File: src/rtl/csi_pkg.sv
`default_nettype none
// shared constants for the can status and interrupt register block
package csi_pkg;
  // register offsets on the plain register port
  localparam logic [3:0] ADDR_GEN_STATUS    = 4'h0;
  localparam logic [3:0] ADDR_GEN_IRQ_FLAGS = 4'h1;
  localparam logic [3:0] ADDR_GEN_IRQ_EN    = 4'h2;
  localparam logic [3:0] ADDR_OBJ_EN_LO     = 4'h3;
  localparam logic [3:0] ADDR_OBJ_EN_HI     = 4'h4;
  localparam logic [3:0] ADDR_OBJ_IE_LO     = 4'h5;
  localparam logic [3:0] ADDR_OBJ_IE_HI     = 4'h6;
  localparam logic [3:0] ADDR_OBJ_SIT_LO    = 4'h7;
  localparam logic [3:0] ADDR_OBJ_SIT_HI    = 4'h8;
  localparam logic [3:0] ADDR_PRESCALER     = 4'h9;
  // general status bit positions
  localparam int STA_TX_ACTIVE  = 4;
  localparam int STA_RX_ACTIVE  = 3;
  localparam int STA_ON_STATE   = 2;
  localparam int STA_BUSOFF     = 1;
  localparam int STA_ERR_PASS   = 0;
  // general interrupt flag positions
  localparam int FLG_ANY        = 7;
  localparam int FLG_BUSOFF     = 6;
  localparam int FLG_TIMER_WRAP = 5;
  localparam int FLG_BUFFER     = 4;
  localparam int FLG_STUFF      = 3;
  localparam int FLG_CRC        = 2;
  localparam int FLG_FORM       = 1;
  localparam int FLG_ACK        = 0;
  // general interrupt enable positions
  localparam int EN_GLOBAL      = 7;
  localparam int EN_BUSOFF      = 6;
  localparam int EN_RX          = 5;
  localparam int EN_TX          = 4;
  localparam int EN_OBJ_ERR     = 3;
  localparam int EN_BUFFER      = 2;
  localparam int EN_GEN_ERR     = 1;
  localparam int EN_TIMER_WRAP  = 0;
  // prescaler field
  localparam int PRE_LSB        = 1;
  localparam int PRE_MSB        = 6;
  // object count and reset values
  localparam int NUM_OBJ        = 15;
  localparam logic [7:0]  RST_BYTE = 8'h00;
  localparam logic [14:0] RST_OBJ  = 15'h0000;
  localparam logic [5:0]  RST_PRE  = 6'h00;
endpackage
`default_nettype wire

File: src/rtl/csi_quantum_gen.sv
`default_nettype none
// time quantum tick: one pulse every (divider + 1) clocks
module csi_quantum_gen
  import csi_pkg::*;
(
  input  wire logic       mclk,
  input  wire logic       sys_rst,
  input  wire logic [5:0] quantum_divider,
  output logic            quantum_tick
);
  logic [5:0] cnt_ff;   // cycles within one quantum
  logic [5:0] nxt_cnt;
  logic       tick_ff;  // registered tick
  logic       nxt_tick;

  // count up to the divider, then wrap and tick
  always_comb begin
    nxt_tick = 1'b0;
    nxt_cnt  = cnt_ff + 6'h01;
    if (cnt_ff >= quantum_divider) begin
      nxt_cnt  = 6'h00;
      nxt_tick = 1'b1;
    end
  end

  // register the count
  always_ff @(posedge mclk or posedge sys_rst) begin
    if (sys_rst) begin
      cnt_ff  <= 6'h00;
      tick_ff <= 1'b0;
    end else begin
      cnt_ff  <= nxt_cnt;
      tick_ff <= nxt_tick;
    end
  end

  assign quantum_tick = tick_ff;
endmodule
`default_nettype wire

File: src/rtl/csi_regs.sv
// What this block does
// tx_active reads one during frame, ack, ifs
// rx_active reads one while frame received
// controller_on_state follows real state, lags command
// busoff_state shows bus-off; entry only flags
// err_passive_state shows error-passive, no interrupt
// any_irq_flag ORs all sources except timer
// busoff flag set entering bus-off from passive
// timer wrap flag sets; write-one/handler clears
// buffer flag clear needs all configs rewritten
// stuff error flag on six equal bits
// crc error flag on checksum mismatch
// form error flag on fixed-format violation
// ack error flag when no dominant ack
// writing one clears each writable flag
// writing zero leaves flags unchanged
// global enable gates all but timer wrap
// separate enables gate each source, reset zero
// object in-use bit sets when configured enabled
// in-use clears on done, disable, abort, standby
// fifteen writable per-object interrupt enables
// per-object pending status, top bit reserved
// quantum equals divider plus one clocks
// software writes zero to prescaler reserved bits
// object-level errors never set general flags
// request lines: flag and enable both one
`default_nettype none
module csi_regs
  import csi_pkg::*;
(
  input  wire logic        mclk,
  input  wire logic        sys_rst,
  // register port
  input  wire logic [3:0]  reg_addr,
  input  wire logic [7:0]  reg_wdata,
  input  wire logic        reg_wr,
  input  wire logic        reg_rd,
  output logic [7:0]       reg_rdata,
  // protocol engine state levels
  input  wire logic        eng_tx_active,
  input  wire logic        eng_rx_active,
  input  wire logic        eng_on_state,
  input  wire logic        eng_busoff,
  input  wire logic        eng_err_passive,
  // protocol engine event pulses
  input  wire logic        ev_timer_wrap,
  input  wire logic        ev_timer_handler,
  input  wire logic        ev_buffer_done,
  input  wire logic        ev_stuff_err,
  input  wire logic        ev_crc_err,
  input  wire logic        ev_form_err,
  input  wire logic        ev_ack_err,
  input  wire logic        ev_obj_matched,
  input  wire logic        buffer_cfg_rewritten,
  // message object events
  input  wire logic [14:0] obj_cfg_enable,
  input  wire logic [14:0] obj_cfg_disable,
  input  wire logic [14:0] obj_done,
  input  wire logic        abort_req,
  input  wire logic        standby_req,
  input  wire logic [14:0] obj_rx_pend,
  input  wire logic [14:0] obj_tx_pend,
  input  wire logic [14:0] obj_err_pend,
  // outputs to the engine and cpu
  output logic             quantum_tick,
  output logic [5:0]       quantum_divider,
  output logic             can_irq,
  output logic             timer_irq
);

  // decode helper used by the write paths
  function automatic logic hit(input logic [3:0] a, input logic [3:0] o);
    hit = (a == o);
  endfunction

  // status register captured from engine levels
  logic [4:0]  status_ff;
  logic [4:0]  nxt_status;
  logic        busoff_d_ff;     // previous bus-off level
  logic        nxt_busoff_d;
  logic        passive_d_ff;    // error-passive before bus-off
  logic        nxt_passive_d;
  // writable general flags, bits 6..0
  logic [6:0]  flags_ff;
  logic [6:0]  nxt_flags;
  logic [7:0]  gie_ff;          // general enables
  logic [7:0]  nxt_gie;
  logic [14:0] obj_en_ff;       // objects in use
  logic [14:0] nxt_obj_en;
  logic [14:0] obj_ie_ff;       // per-object interrupt enables
  logic [14:0] nxt_obj_ie;
  logic [14:0] sit_ff;          // per-object pending
  logic [14:0] nxt_sit;
  logic [5:0]  pre_ff;          // quantum divider
  logic [5:0]  nxt_pre;
  logic [7:0]  rdata_ff;        // read data, one cycle late
  logic [7:0]  nxt_rdata;
  logic        can_irq_ff;
  logic        nxt_can_irq;
  logic        timer_irq_ff;
  logic        nxt_timer_irq;
  logic        any_flag;        // combined general flag
  logic        wr_flags;
  logic [6:0]  clr_mask;

  // status levels and bus-off edge history
  always_comb begin
    // transmit busy
    nxt_status[STA_TX_ACTIVE] = eng_tx_active;
    // receive busy
    nxt_status[STA_RX_ACTIVE] = eng_rx_active;
    // real operating state
    nxt_status[STA_ON_STATE]  = eng_on_state;
    // bus-off level
    nxt_status[STA_BUSOFF]    = eng_busoff;
    // error-passive level
    nxt_status[STA_ERR_PASS]  = eng_err_passive;
    // history for the bus-off entry edge
    nxt_busoff_d  = eng_busoff;
    nxt_passive_d = eng_err_passive;
  end

  // per-object pending, gated by class and object enables
  always_comb begin
    // each source class is gated before the object enable
    // pending needs a source and its enable
    nxt_sit = (obj_rx_pend & {NUM_OBJ{gie_ff[EN_RX]}})
            | (obj_tx_pend & {NUM_OBJ{gie_ff[EN_TX]}})
            | (obj_err_pend & {NUM_OBJ{gie_ff[EN_OBJ_ERR]}});
    nxt_sit = nxt_sit & obj_ie_ff;
  end

  // general interrupt flags
  always_comb begin
    // a write to the flag register acknowledges flags
    wr_flags = reg_wr && hit(reg_addr, ADDR_GEN_IRQ_FLAGS);
    // write one clears; zero keeps
    clr_mask = wr_flags ? reg_wdata[6:0] : 7'h00;
    // buffer flag clear blocked until configs rewritten
    if (!buffer_cfg_rewritten) begin
      clr_mask[FLG_BUFFER] = 1'b0;
    end
    // handler entry also clears
    if (ev_timer_handler) begin
      clr_mask[FLG_TIMER_WRAP] = 1'b1;
    end
    // apply clears first; the sets below override them
    nxt_flags = flags_ff & ~clr_mask;
    // set wins over clear
    // entry into bus-off from passive only
    if (eng_busoff && !busoff_d_ff && passive_d_ff) begin
      nxt_flags[FLG_BUSOFF] = 1'b1;
    end
    // timer wrap
    if (ev_timer_wrap) begin
      nxt_flags[FLG_TIMER_WRAP] = 1'b1;
    end
    if (ev_buffer_done) begin
      nxt_flags[FLG_BUFFER] = 1'b1;
    end
    // matched object errors stay at object level
    if (!ev_obj_matched) begin
      // stuff error
      if (ev_stuff_err) begin
        nxt_flags[FLG_STUFF] = 1'b1;
      end
      // crc error
      if (ev_crc_err) begin
        nxt_flags[FLG_CRC] = 1'b1;
      end
      // form error
      if (ev_form_err) begin
        nxt_flags[FLG_FORM] = 1'b1;
      end
      // ack error
      if (ev_ack_err) begin
        nxt_flags[FLG_ACK] = 1'b1;
      end
    end
  end

  // combined flag and request lines
  always_comb begin
    // every source but timer wrap, each gated
    any_flag = (flags_ff[FLG_BUSOFF] & gie_ff[EN_BUSOFF])
             | (flags_ff[FLG_BUFFER] & gie_ff[EN_BUFFER])
             | (|flags_ff[FLG_STUFF:FLG_ACK] & gie_ff[EN_GEN_ERR])
             | (|sit_ff);
    // global enable gates the controller line
    nxt_can_irq   = any_flag & gie_ff[EN_GLOBAL];
    // timer wrap stays out of the combined flag on purpose
    // timer line has its own enable only
    nxt_timer_irq = flags_ff[FLG_TIMER_WRAP] & gie_ff[EN_TIMER_WRAP];
  end

  // writable enables and prescaler
  always_comb begin
    // hold unless written
    nxt_gie    = gie_ff;
    nxt_obj_ie = obj_ie_ff;
    nxt_pre    = pre_ff;
    // general enables
    if (reg_wr && hit(reg_addr, ADDR_GEN_IRQ_EN)) begin
      nxt_gie = reg_wdata;
    end
    // per-object enables, low byte and high seven
    if (reg_wr && hit(reg_addr, ADDR_OBJ_IE_LO)) begin
      nxt_obj_ie[7:0] = reg_wdata;
    end
    // the reserved top bit of the high byte is dropped
    if (reg_wr && hit(reg_addr, ADDR_OBJ_IE_HI)) begin
      nxt_obj_ie[14:8] = reg_wdata[6:0];
    end
    // only bits 6:1 kept; reserved ignored
    if (reg_wr && hit(reg_addr, ADDR_PRESCALER)) begin
      nxt_pre = reg_wdata[PRE_MSB:PRE_LSB];
    end
  end

  // objects in use
  always_comb begin
    // set on enable config
    nxt_obj_en = obj_en_ff | obj_cfg_enable;
    // a freeing event in the same cycle beats a new enable
    // free on done, disable, abort or standby
    nxt_obj_en = nxt_obj_en & ~(obj_done | obj_cfg_disable);
    // abort or standby frees every object at once
    if (abort_req || standby_req) begin
      nxt_obj_en = RST_OBJ;
    end
  end

  // read data mux, answer in the next cycle
  always_comb begin
    nxt_rdata = RST_BYTE;
    // data only in the cycle after a read strobe, zero otherwise
    if (reg_rd) begin
      unique case (reg_addr)
        ADDR_GEN_STATUS:    nxt_rdata = {3'h0, status_ff};
        // read-only combined flag in bit 7
        ADDR_GEN_IRQ_FLAGS: nxt_rdata = {any_flag, flags_ff};
        ADDR_GEN_IRQ_EN:    nxt_rdata = gie_ff;
        ADDR_OBJ_EN_LO:     nxt_rdata = obj_en_ff[7:0];
        ADDR_OBJ_EN_HI:     nxt_rdata = {1'b0, obj_en_ff[14:8]};
        ADDR_OBJ_IE_LO:     nxt_rdata = obj_ie_ff[7:0];
        ADDR_OBJ_IE_HI:     nxt_rdata = {1'b0, obj_ie_ff[14:8]};
        ADDR_OBJ_SIT_LO:    nxt_rdata = sit_ff[7:0];
        // reserved top bit reads zero
        ADDR_OBJ_SIT_HI:    nxt_rdata = {1'b0, sit_ff[14:8]};
        ADDR_PRESCALER:     nxt_rdata = {1'b0, pre_ff, 1'b0};
        // unmapped address reads zero
        default:            nxt_rdata = RST_BYTE;
      endcase
    end
  end

  // status levels and their history
  always_ff @(posedge mclk or posedge sys_rst) begin
    if (sys_rst) begin
      status_ff     <= 5'h00;
      busoff_d_ff   <= 1'b0;
      passive_d_ff  <= 1'b0;
    end else begin
      status_ff     <= nxt_status;
      busoff_d_ff   <= nxt_busoff_d;
      passive_d_ff  <= nxt_passive_d;
    end
  end

  // per-object pending
  always_ff @(posedge mclk or posedge sys_rst) begin
    if (sys_rst) begin
      sit_ff        <= RST_OBJ;
    end else begin
      sit_ff        <= nxt_sit;
    end
  end

  // general flags
  always_ff @(posedge mclk or posedge sys_rst) begin
    if (sys_rst) begin
      flags_ff      <= 7'h00;
    end else begin
      flags_ff      <= nxt_flags;
    end
  end

  // request lines
  always_ff @(posedge mclk or posedge sys_rst) begin
    if (sys_rst) begin
      can_irq_ff    <= 1'b0;
      timer_irq_ff  <= 1'b0;
    end else begin
      can_irq_ff    <= nxt_can_irq;
      timer_irq_ff  <= nxt_timer_irq;
    end
  end

  // writable enables and prescaler
  always_ff @(posedge mclk or posedge sys_rst) begin
    if (sys_rst) begin
      gie_ff        <= RST_BYTE;
      obj_ie_ff     <= RST_OBJ;
      pre_ff        <= RST_PRE;
    end else begin
      gie_ff        <= nxt_gie;
      obj_ie_ff     <= nxt_obj_ie;
      pre_ff        <= nxt_pre;
    end
  end

  // objects in use
  always_ff @(posedge mclk or posedge sys_rst) begin
    if (sys_rst) begin
      obj_en_ff     <= RST_OBJ;
    end else begin
      obj_en_ff     <= nxt_obj_en;
    end
  end

  // read data
  always_ff @(posedge mclk or posedge sys_rst) begin
    if (sys_rst) begin
      rdata_ff      <= RST_BYTE;
    end else begin
      rdata_ff      <= nxt_rdata;
    end
  end

  // the engine paces its bit timing from this tick
  // quantum tick generator
  csi_quantum_gen u_quantum (
    .mclk            (mclk),
    .sys_rst         (sys_rst),
    .quantum_divider (pre_ff),
    .quantum_tick    (quantum_tick)
  );

  assign reg_rdata       = rdata_ff;
  assign quantum_divider = pre_ff;
  assign can_irq         = can_irq_ff;
  assign timer_irq       = timer_irq_ff;
endmodule
`default_nettype wire

File: config.mk
export PLATFORM = sky130hd
export DESIGN_NAME = csi_regs
export DESIGN_NICKNAME = d
export VERILOG_FILES = /design/src/rtl/csi_pkg.sv /design/src/rtl/csi_quantum_gen.sv /design/src/rtl/csi_regs.sv
export SDC_FILE = /design/constraint.sdc
export NUM_CORES = 1
export LEC_CHECK = 0
export BUFFER_PORTS_ARGS = -buffer_cell sky130_fd_sc_hd__buf_4
export CAP_MARGIN = 20
export CELL_PAD_IN_SITES_DETAIL_PLACEMENT = 1
export CELL_PAD_IN_SITES_GLOBAL_PLACEMENT = 1
export CORE_MARGIN = 5
export CORE_UTILIZATION = 35
export DETAILED_ROUTE_END_ITERATION = 10
export PLACE_DENSITY = 0.78
export SKIP_LAST_GASP = 1
export SYNTH_ARGS = -nofsm -noshare
export SYNTH_HDL_FRONTEND = slang
export SYNTH_SLANG_ARGS = --single-unit
File: constraint.sdc
create_clock -name mclk -period 8.2 [get_ports mclk]
set_clock_uncertainty 0.05 [all_clocks]
set_input_delay 2.46 -clock mclk [delete_from_list [all_inputs] [get_ports mclk]]
set_output_delay 2.46 -clock mclk [all_outputs]
set_load 0.1 [all_outputs]
# Word level (Yosys, flattened, before mapping)
# Index checks and enable logic that the tools add are counted.
[op_classes]
mux = 16
bitwise_logic = 20
order_cmp = 1
n_eq_ne = 9
n_addsub = 1
reduce_logical = 12
[ops]
columns = ["op", "n"]
rows = [
  ["$pmux W8 S10", 1],
  ["$and A15 B15 Y15", 5],
  ["$or A15 B15 Y15", 4],
  ["$eq A4 B3 Y1 const B", 4],
  ["$mux W15", 1],
  ["$not A15 Y15", 1],
  ["$reduce_or A15 Y1", 1],
  ["$mux W1", 10],
  ["$eq A4 B2 Y1 const B", 2],
  ["$eq A4 B4 Y1 const B", 2],
  ["$mux W8", 1],
  ["$and A7 B7 Y7", 1],
  ["$logic_and A1 B1 Y1", 7],
  ["$mux W7", 1],
  ["$not A7 Y7", 1],
  ["$add A6 B1 Y6 const B", 1],
  ["$ge A6 B6 Y1", 1],
  ["$mux W6", 1],
  ["$and A1 B1 Y1", 5],
  ["$eq A4 B1 Y1 const B", 1],
  ["$logic_not A4 Y1", 1],
  ["$mux W4", 1],
  ["$reduce_or A4 Y1", 1],
  ["$or A1 B1 Y1", 3],
  ["2 further kinds", 2],
]
[totals]
reg_bits = 90
wordCells = 74
inputBits = 122
output_inout_bits = 17

# Longest topological paths before layout
# Gate-level depths: netlist of the first run.
[logic_depth]
ltp_word = 8
ltp_mapped = 7
ltp_nobuf = 6

# Modules after synthesis
# From an unflattened synthesis of the first run, not the netlist that was laid out.
[hier_totals]
cells_unflattened = 363
hier_area_um2 = 4191.5
[by_module_without_submodules]
columns = ["module", "area_each_um2", "cells_per_inst", "instances"]
rows = [
  ["csi_regs", 3742.3, 317, 1],
  ["csi_quantum_gen", 449.2, 46, 1],
]

# Worst setup path after synthesis of the first run
# No wires, ideal clock.
[synth_path]
path_type = "input port to flip-flop"
startpoint = "in reg_addr[2]"
endpoint = "reg obj_ie_ff[0]"
t_arrival_ns = 3.507
stages = 6
t_required_ns = 8.025
path_slack_ns = 4.518
cell_sequence = "buf_4 nor2b_2 buf_6 nor2b_1 buf_2 mux2_2"
[synth_between]
elab_chain_len = 2
[synth_rtl]
columns = ["element", "line", "text"]
rows = [
  ["start, declared", "csi_regs.sv:34", "input wire logic [3:0] reg_addr,"],
  ["$eq A4 B3 Y1", "csi_regs.sv:73", "hit = (a == o);"],
  ["$logic_and A1 B1 Y1", "csi_regs.sv:207", "if (reg_wr && hit(reg_addr, ADDR_OBJ_IE_LO)) begin"],
  ["end signal, assigned", "csi_regs.sv:307", "obj_ie_ff <= nxt_obj_ie;"],
  ["end, declared", "csi_regs.sv:90", "logic [14:0] obj_ie_ff;"],
]
# No other way between the ends.
# A chain may end at the register's enable or synchronous reset.

# Worst setup path after layout of the first run
[layout_path]
startpoint = "in reg_addr[2]"
endpoint = "reg obj_ie_ff[1]"
# Same word-level chain as after synthesis.

==> impl_results.md, run 1 <==
- Syn Std Cell Area: 4257 sq um
- Wire per inst: 21.06 microns
- Max Cap Viol: 0
- Max-slew violations: 0
- GPL Wtd Cong: 0.8709
- 1st-iter DRT viols: 198
- Area Growth Syn to Fin: 33.74%
- Startpoint Class: input pin
- Initial antenna violation count: 0
- Placed inst area: 5353 sq um
- Hold Fails Final Rpt: 0
- Setup TNS Final: 0 ps
- Die height: 120.3 microns
- Final period utilization: 52.57%
- HP Class: register to register
- Fraction of registers with async set/reset: 100.0%
- Insertion delay to the later sink of the worst-skew pair: 350 ps
- Post-synthesis sequential area ratio: 51.73%
- Routed Antenna Nets: 0
- Fmax: 232.0 MHz
- Root Buffer: clkbuf_16
- Status: completed
- TritonCTS clock tree: yes
- WL final: 13.96 mm
- Hold_buf cts: 0
- Routed length on met1: 6.098 mm
- Tot Pwr: 1.379 mW
- Worst-path cell chain: buf_4 > nor2b_2 > nor2b_1 > mux2_2
- Max Buffers Root-to-Sink: 2
- Clock sink count: 88
- Most frequent cells in the layout: 140 x buf_4, 88 x dfrtp_1, 26 x nor2_1
- Seq cells post-synth: 88
- Crit-path max FO: 35
- Syn Inst Count: 385
- Fraction of layout cells with a size suffix above 1: 37.60%
- Yosys warning total: 0
- Worst ir drop on vdd: 0.1121 mV
- Core ar.: 11960 sq um
- WS Path Type: input pin to register
- GRT Residual Overflow: 0
- Die area: 14470 sq um
- CP required: 8380 ps
- Final Non-Filler Cells: 663
- Top Metal Used: met4
- Design Area, Final: 5693 sq um
- H-tree Lvls: 3
- RSZ-0062 raised after global routing: false
- Drt pass-1 iters: 5
- Final Setup Violations: 0
- Vias: 3645
- CP arrival: 4490 ps
- Largest net degree at the start of global routing: 89
- DRC: 0
- Syn avg cell area: 11.06 sq um
- Die width: 120.3 microns
- Leak Pwr: 2.617 nW
- Setup WS post-layout: 3889 ps
- Synthesized Nets: 514
- Largest stage delay, worst path: 730 ps
- Rows: 40
- # port buffers: 138
- Least-Margin Pin Slew: 831.7 ps
- Commonest non-fill, non-tap cell in the layout: buf_4
- Via density: 5.498
- CTS resizes: 0
- Post-synth top flop: dfrtp_1
- First-pass GRT wire length: 21.71 mm
- Crit end category: register
- Setup bufs post-CTS: 0
- Met3 Wirelength: 886 microns
- Met2 wire len: 6.801 mm
- DP Wirelength: 10.63 mm
- Number of synthesized flops with an enable pin: 0
- Gr usage total: 19.51%
- CTS Buf Count: 9
- Slowest-stage cell, CP: nor2b_1
- Placed Instances: 646
- Final min period: 4311 ps
- Initial Util: 35.59%
- DP Worst Slack: 3485 ps
- Reg clk slew, reported paths: 70 ps
- I/O pins: 139
- Max_slew headroom: 44.44%
- Ant. Diodes: 0
- Power Density: 242.3 nW/um^2
- Final net count: 640
- Vias in the first global route: 3927
- Distinct cells, synth: 58
-- cells by family (layout without fill, tap and decap cells) --
family	Yosys count	in the layout	share of synthesized area [%]
xor gates and xnor gates	4	4	0.8232
muxes	39	39	10.29
AOI/OAI and AO/OA	73	73	13.29
buffers and inverters	38	169	4.350
adders and majority gates	7	7	2.058
DFF	88	88	51.73
and+or+nand+nor	136	136	17.46
-- critical path: cells and delay by family --
family | cells | cell delay, ps
and+or+nand+nor | 2 | 1210
muxes | 1 | 420
buffers and inverters | 1 | 370
-- final cells by class --
class                           instances  area, sq um
Fill cell                            1313         6269
Clock inverter                          6        73.82
Multi-Input combinational cell        259         1869
Sequential cell                        88         2202
Tap cell                              147        183.9
Clock buffer                           10        239.0
Timing Repair Buffer                  141         1079
Inverter                               12        46.29
-- sequential cells by signal, summed over array words and instances, names as in the netlist --
register / flops
timer_irq: 1
u_quantum.quantum_tick: 1
obj_en_ff: 15
can_irq: 1
sit_ff: 15
reg_rdata: 8
obj_ie_ff: 15
u_quantum.cnt_ff: 6
status_ff: 5
gie_ff: 8
flags_ff: 7
quantum_divider: 6
-- final timing paths --
| path | start | end | slack [ps] | depth (start not counted) |
|---|---|---|---|---|
| max | reg_addr[2] | obj_ie_ff[1]$_DFFE_PP0P_ | 3890 | 4 |
| min | status_ff[1]$_DFF_PP0_ | flags_ff[6]$_DFF_PP0_ | 430 | 1 |
| max reg2reg | quantum_divider[0]$_DFFE_PP0P_ | u_quantum.cnt_ff[4]$_DFF_PP0_ | 6270 | 5 |
| min reg2reg | status_ff[1]$_DFF_PP0_ | flags_ff[6]$_DFF_PP0_ | 430 | 1 |
| max in group asynchronous | sys_rst | obj_en_ff[6]$_DFF_PP0_ | 5360 | 4 |
| min in group asynchronous | sys_rst | quantum_divider[5]$_DFFE_PP0P_ | 2110 | 3 |
-- synthesized netlist by cell type (4+ instances only) --
library cell | n | area (sq um)
nand4_1 | 4 | 25.02
nand2b_1 | 4 | 25.02
a31oi_1 | 4 | 25.02
inv_1 | 12 | 45.04
a22o_1 | 6 | 52.55
nor4_1 | 18 | 112.6
nor2_1 | 26 | 97.59
a21oi_1 | 7 | 35.03
buf_2 | 13 | 65.06
a32oi_1 | 4 | 35.03
nand3_1 | 21 | 105.1
nor2b_1 | 22 | 137.6
clkbuf_1 | 9 | 33.78
mux2i_1 | 10 | 100.1
ha_1 | 7 | 87.58
a222oi_1 | 15 | 150.1
nand2_1 | 19 | 71.32
o21ai_0 | 13 | 65.06
mux2_2 | 25 | 281.5
dfrtp_1 | 88 | 2202
nand3b_1 | 5 | 37.54
-- per-layer routing --
layer	vias to the layer above	global-route usage, %
met5	-	0
met4	0	5.241
met3	15	5.566
met2	126	31.40
met1	1815	25.93
li1	1689	-
-- stage by stage --
| stage | hold slack [ps] | util (%) |
|---|---|---|
| after global placement | 401.3 | 44.75 |
| final | 434.5 | 47.59 |
| after global routing | 462.2 | 47.59 |
| after detailed placement | 410.1 | 44.75 |
| after floorplan | 365.1 | - |
| after CTS | 419.3 | 47.36 |
-- report_power, final --
part / internal, mW / switching [mW]
Sequential: 0.504 / 0.0792
Clock: 0.249 / 0.180
Combinational: 0.152 / 0.215
No activity file was read; power rests on OpenSTA's default activity.
==> run 2: changes to the inputs <==
- PLACE_DENSITY: 0.78 -> 0.81
- clock period: 8.2 -> 3.6 ns (I/O delays scaled with it)
==> run 2 against run 1 <==
- wire length up 1.3%
- setup slack worse by 2900 ps
- critical path type unchanged
- cell count down 0.15%
- flip-flop and latch count unchanged
==> impl_results.md, run 2 (same netlist as run 1, synthesis figures left out) <==
- Status: completed
- Slowest-stage cell, CP: nor2b_2
- Max-slew violations: 0
- Core ar.: 11960 sq um
- Most frequent cells in the layout: 140 x buf_4, 88 x dfrtp_1, 26 x nor2_1
- Initial Util: 35.59%
- CP required: 3790 ps
- Tot Pwr: 3.115 mW
- Max_slew headroom: 46.36%
- Commonest non-fill, non-tap cell in the layout: buf_4
- Drt pass-1 iters: 7
- H-tree Lvls: 3
- GPL Wtd Cong: 0.8609
- Crit-path max FO: 35
- Crit end category: register
- Vias in the first global route: 4047
- Final net count: 640
- Setup TNS Final: 0 ps
- Final min period: 2628 ps
- WL final: 14.14 mm
- Power Density: 549.7 nW/um^2
- Area Growth Syn to Fin: 33.13%
- RSZ-0062 raised after global routing: false
- WS Path Type: input pin to register
- Final Setup Violations: 0
- Die width: 120.3 microns
- Rows: 40
- CP arrival: 2810 ps
- DRC: 0
- Vias: 3661
- Insertion delay to the later sink of the worst-skew pair: 350 ps
- Final Non-Filler Cells: 662
- Critical path depth in cells: 4
- Die height: 120.3 microns
- Initial antenna violation count: 0
- I/O pins: 139
- Hold_buf cts: 0
- CTS resizes: 0
- Max Buffers Root-to-Sink: 2
- Max Cap Viol: 0
- Worst ir drop on vdd: 0.2196 mV
- Least-Margin Pin Slew: 797.9 ps
- Register-to-Register Path Depth: 5
- Placed Instances: 647
- Largest net degree at the start of global routing: 62
- Gr usage total: 19.98%
- # port buffers: 138
- Min-Delay Path Depth: 1
- Leak Pwr: 2.608 nW
- Wire per inst: 21.36 microns
- GRT Residual Overflow: 0
- Ant. Diodes: 0
- Via density: 5.530
- Clock sink count: 88
- Startpoint Class: input pin
- Root Buffer: clkbuf_16
- First-pass GRT wire length: 22.12 mm
- CTS Buf Count: 9
- 1st-iter DRT viols: 297
- Die area: 14470 sq um
- Fraction of layout cells with a size suffix above 1: 37.48%
- Reg clk slew, reported paths: 70 ps
- Fillcell total: 1328
- Fmax: 380.5 MHz
- Crit path max-delay family: simple AND/OR/NAND/NOR gates
- TritonCTS clock tree: yes
- HP Class: register to register
- DP Wirelength: 10.93 mm
- Worst-path cell chain: buf_4 > nor2b_2 > and3_1 > mux2_2
- Hold Fails Final Rpt: 0
- Largest stage delay, worst path: 500 ps
- WP buf/inv: 1
- Final period utilization: 73.00%
- Registers with the most flip-flops: obj_en_ff (15), obj_ie_ff (15), sit_ff (15)
- Setup bufs post-CTS: 0
- Worst hold slack: 425.2 ps
- Routed Antenna Nets: 0
-- run 2: where the power goes --
group,total (mW),leakage (nW),internal (mW),switching (mW)
logic,0.849,1.35,0.346,0.504
registers,1.33,1.11,1.15,0.180
clock network,0.939,0.148,0.540,0.399
-- run 2: area by class of cell --
cell class	count	area (sq um)	area share [%]
flip-flops and latches	88	2202	38.86
multi-input cells	259	1869	32.99
repair buffers	141	1071	18.90
clock buffers	9	225.2	3.974
well taps	147	183.9	3.246
clock inverters	6	68.82	1.214
inverters	12	46.29	0.8170
-- run 2: per-stage QoR --
step	instance area, sq um	setup WS [ps]	util [%]
after floorplan	4257	191.4	-
after global placement	5373	701.3	44.92
after detailed placement	5373	626.8	44.92
after CTS	5667	997.7	47.37
after global routing	5667	929.4	47.37
final	5667	972.0	47.37
-- run 2: layer usage --
metal	vias to the layer above	part of all wire, %	wire length [microns]	track usage [%]
met2	124	49	6861	32.35
met5	-	0	0	0
met1	1826	44	6160	26.21
li1	1694	-	-	-
met3	17	6.1	859	5.145
met4	0	1.8	261	6.657
-- run 2: final timing paths --
| path | start | endpoint | slack [ps] |
|---|---|---|---|
| max reg2reg | quantum_divider[0]$_DFFE_PP0P_ | u_quantum.cnt_ff[2]$_DFF_PP0_ | 1680 |
| min | status_ff[1]$_DFF_PP0_ | flags_ff[6]$_DFF_PP0_ | 430 |
| max | reg_addr[2] | obj_ie_ff[8]$_DFFE_PP0P_ | 970 |
| min in group asynchronous | sys_rst | flags_ff[4]$_DFF_PP0_ | 700 |
| min reg2reg | status_ff[1]$_DFF_PP0_ | flags_ff[6]$_DFF_PP0_ | 430 |
| max in group asynchronous | sys_rst | sit_ff[7]$_DFF_PP0_ | 2120 |
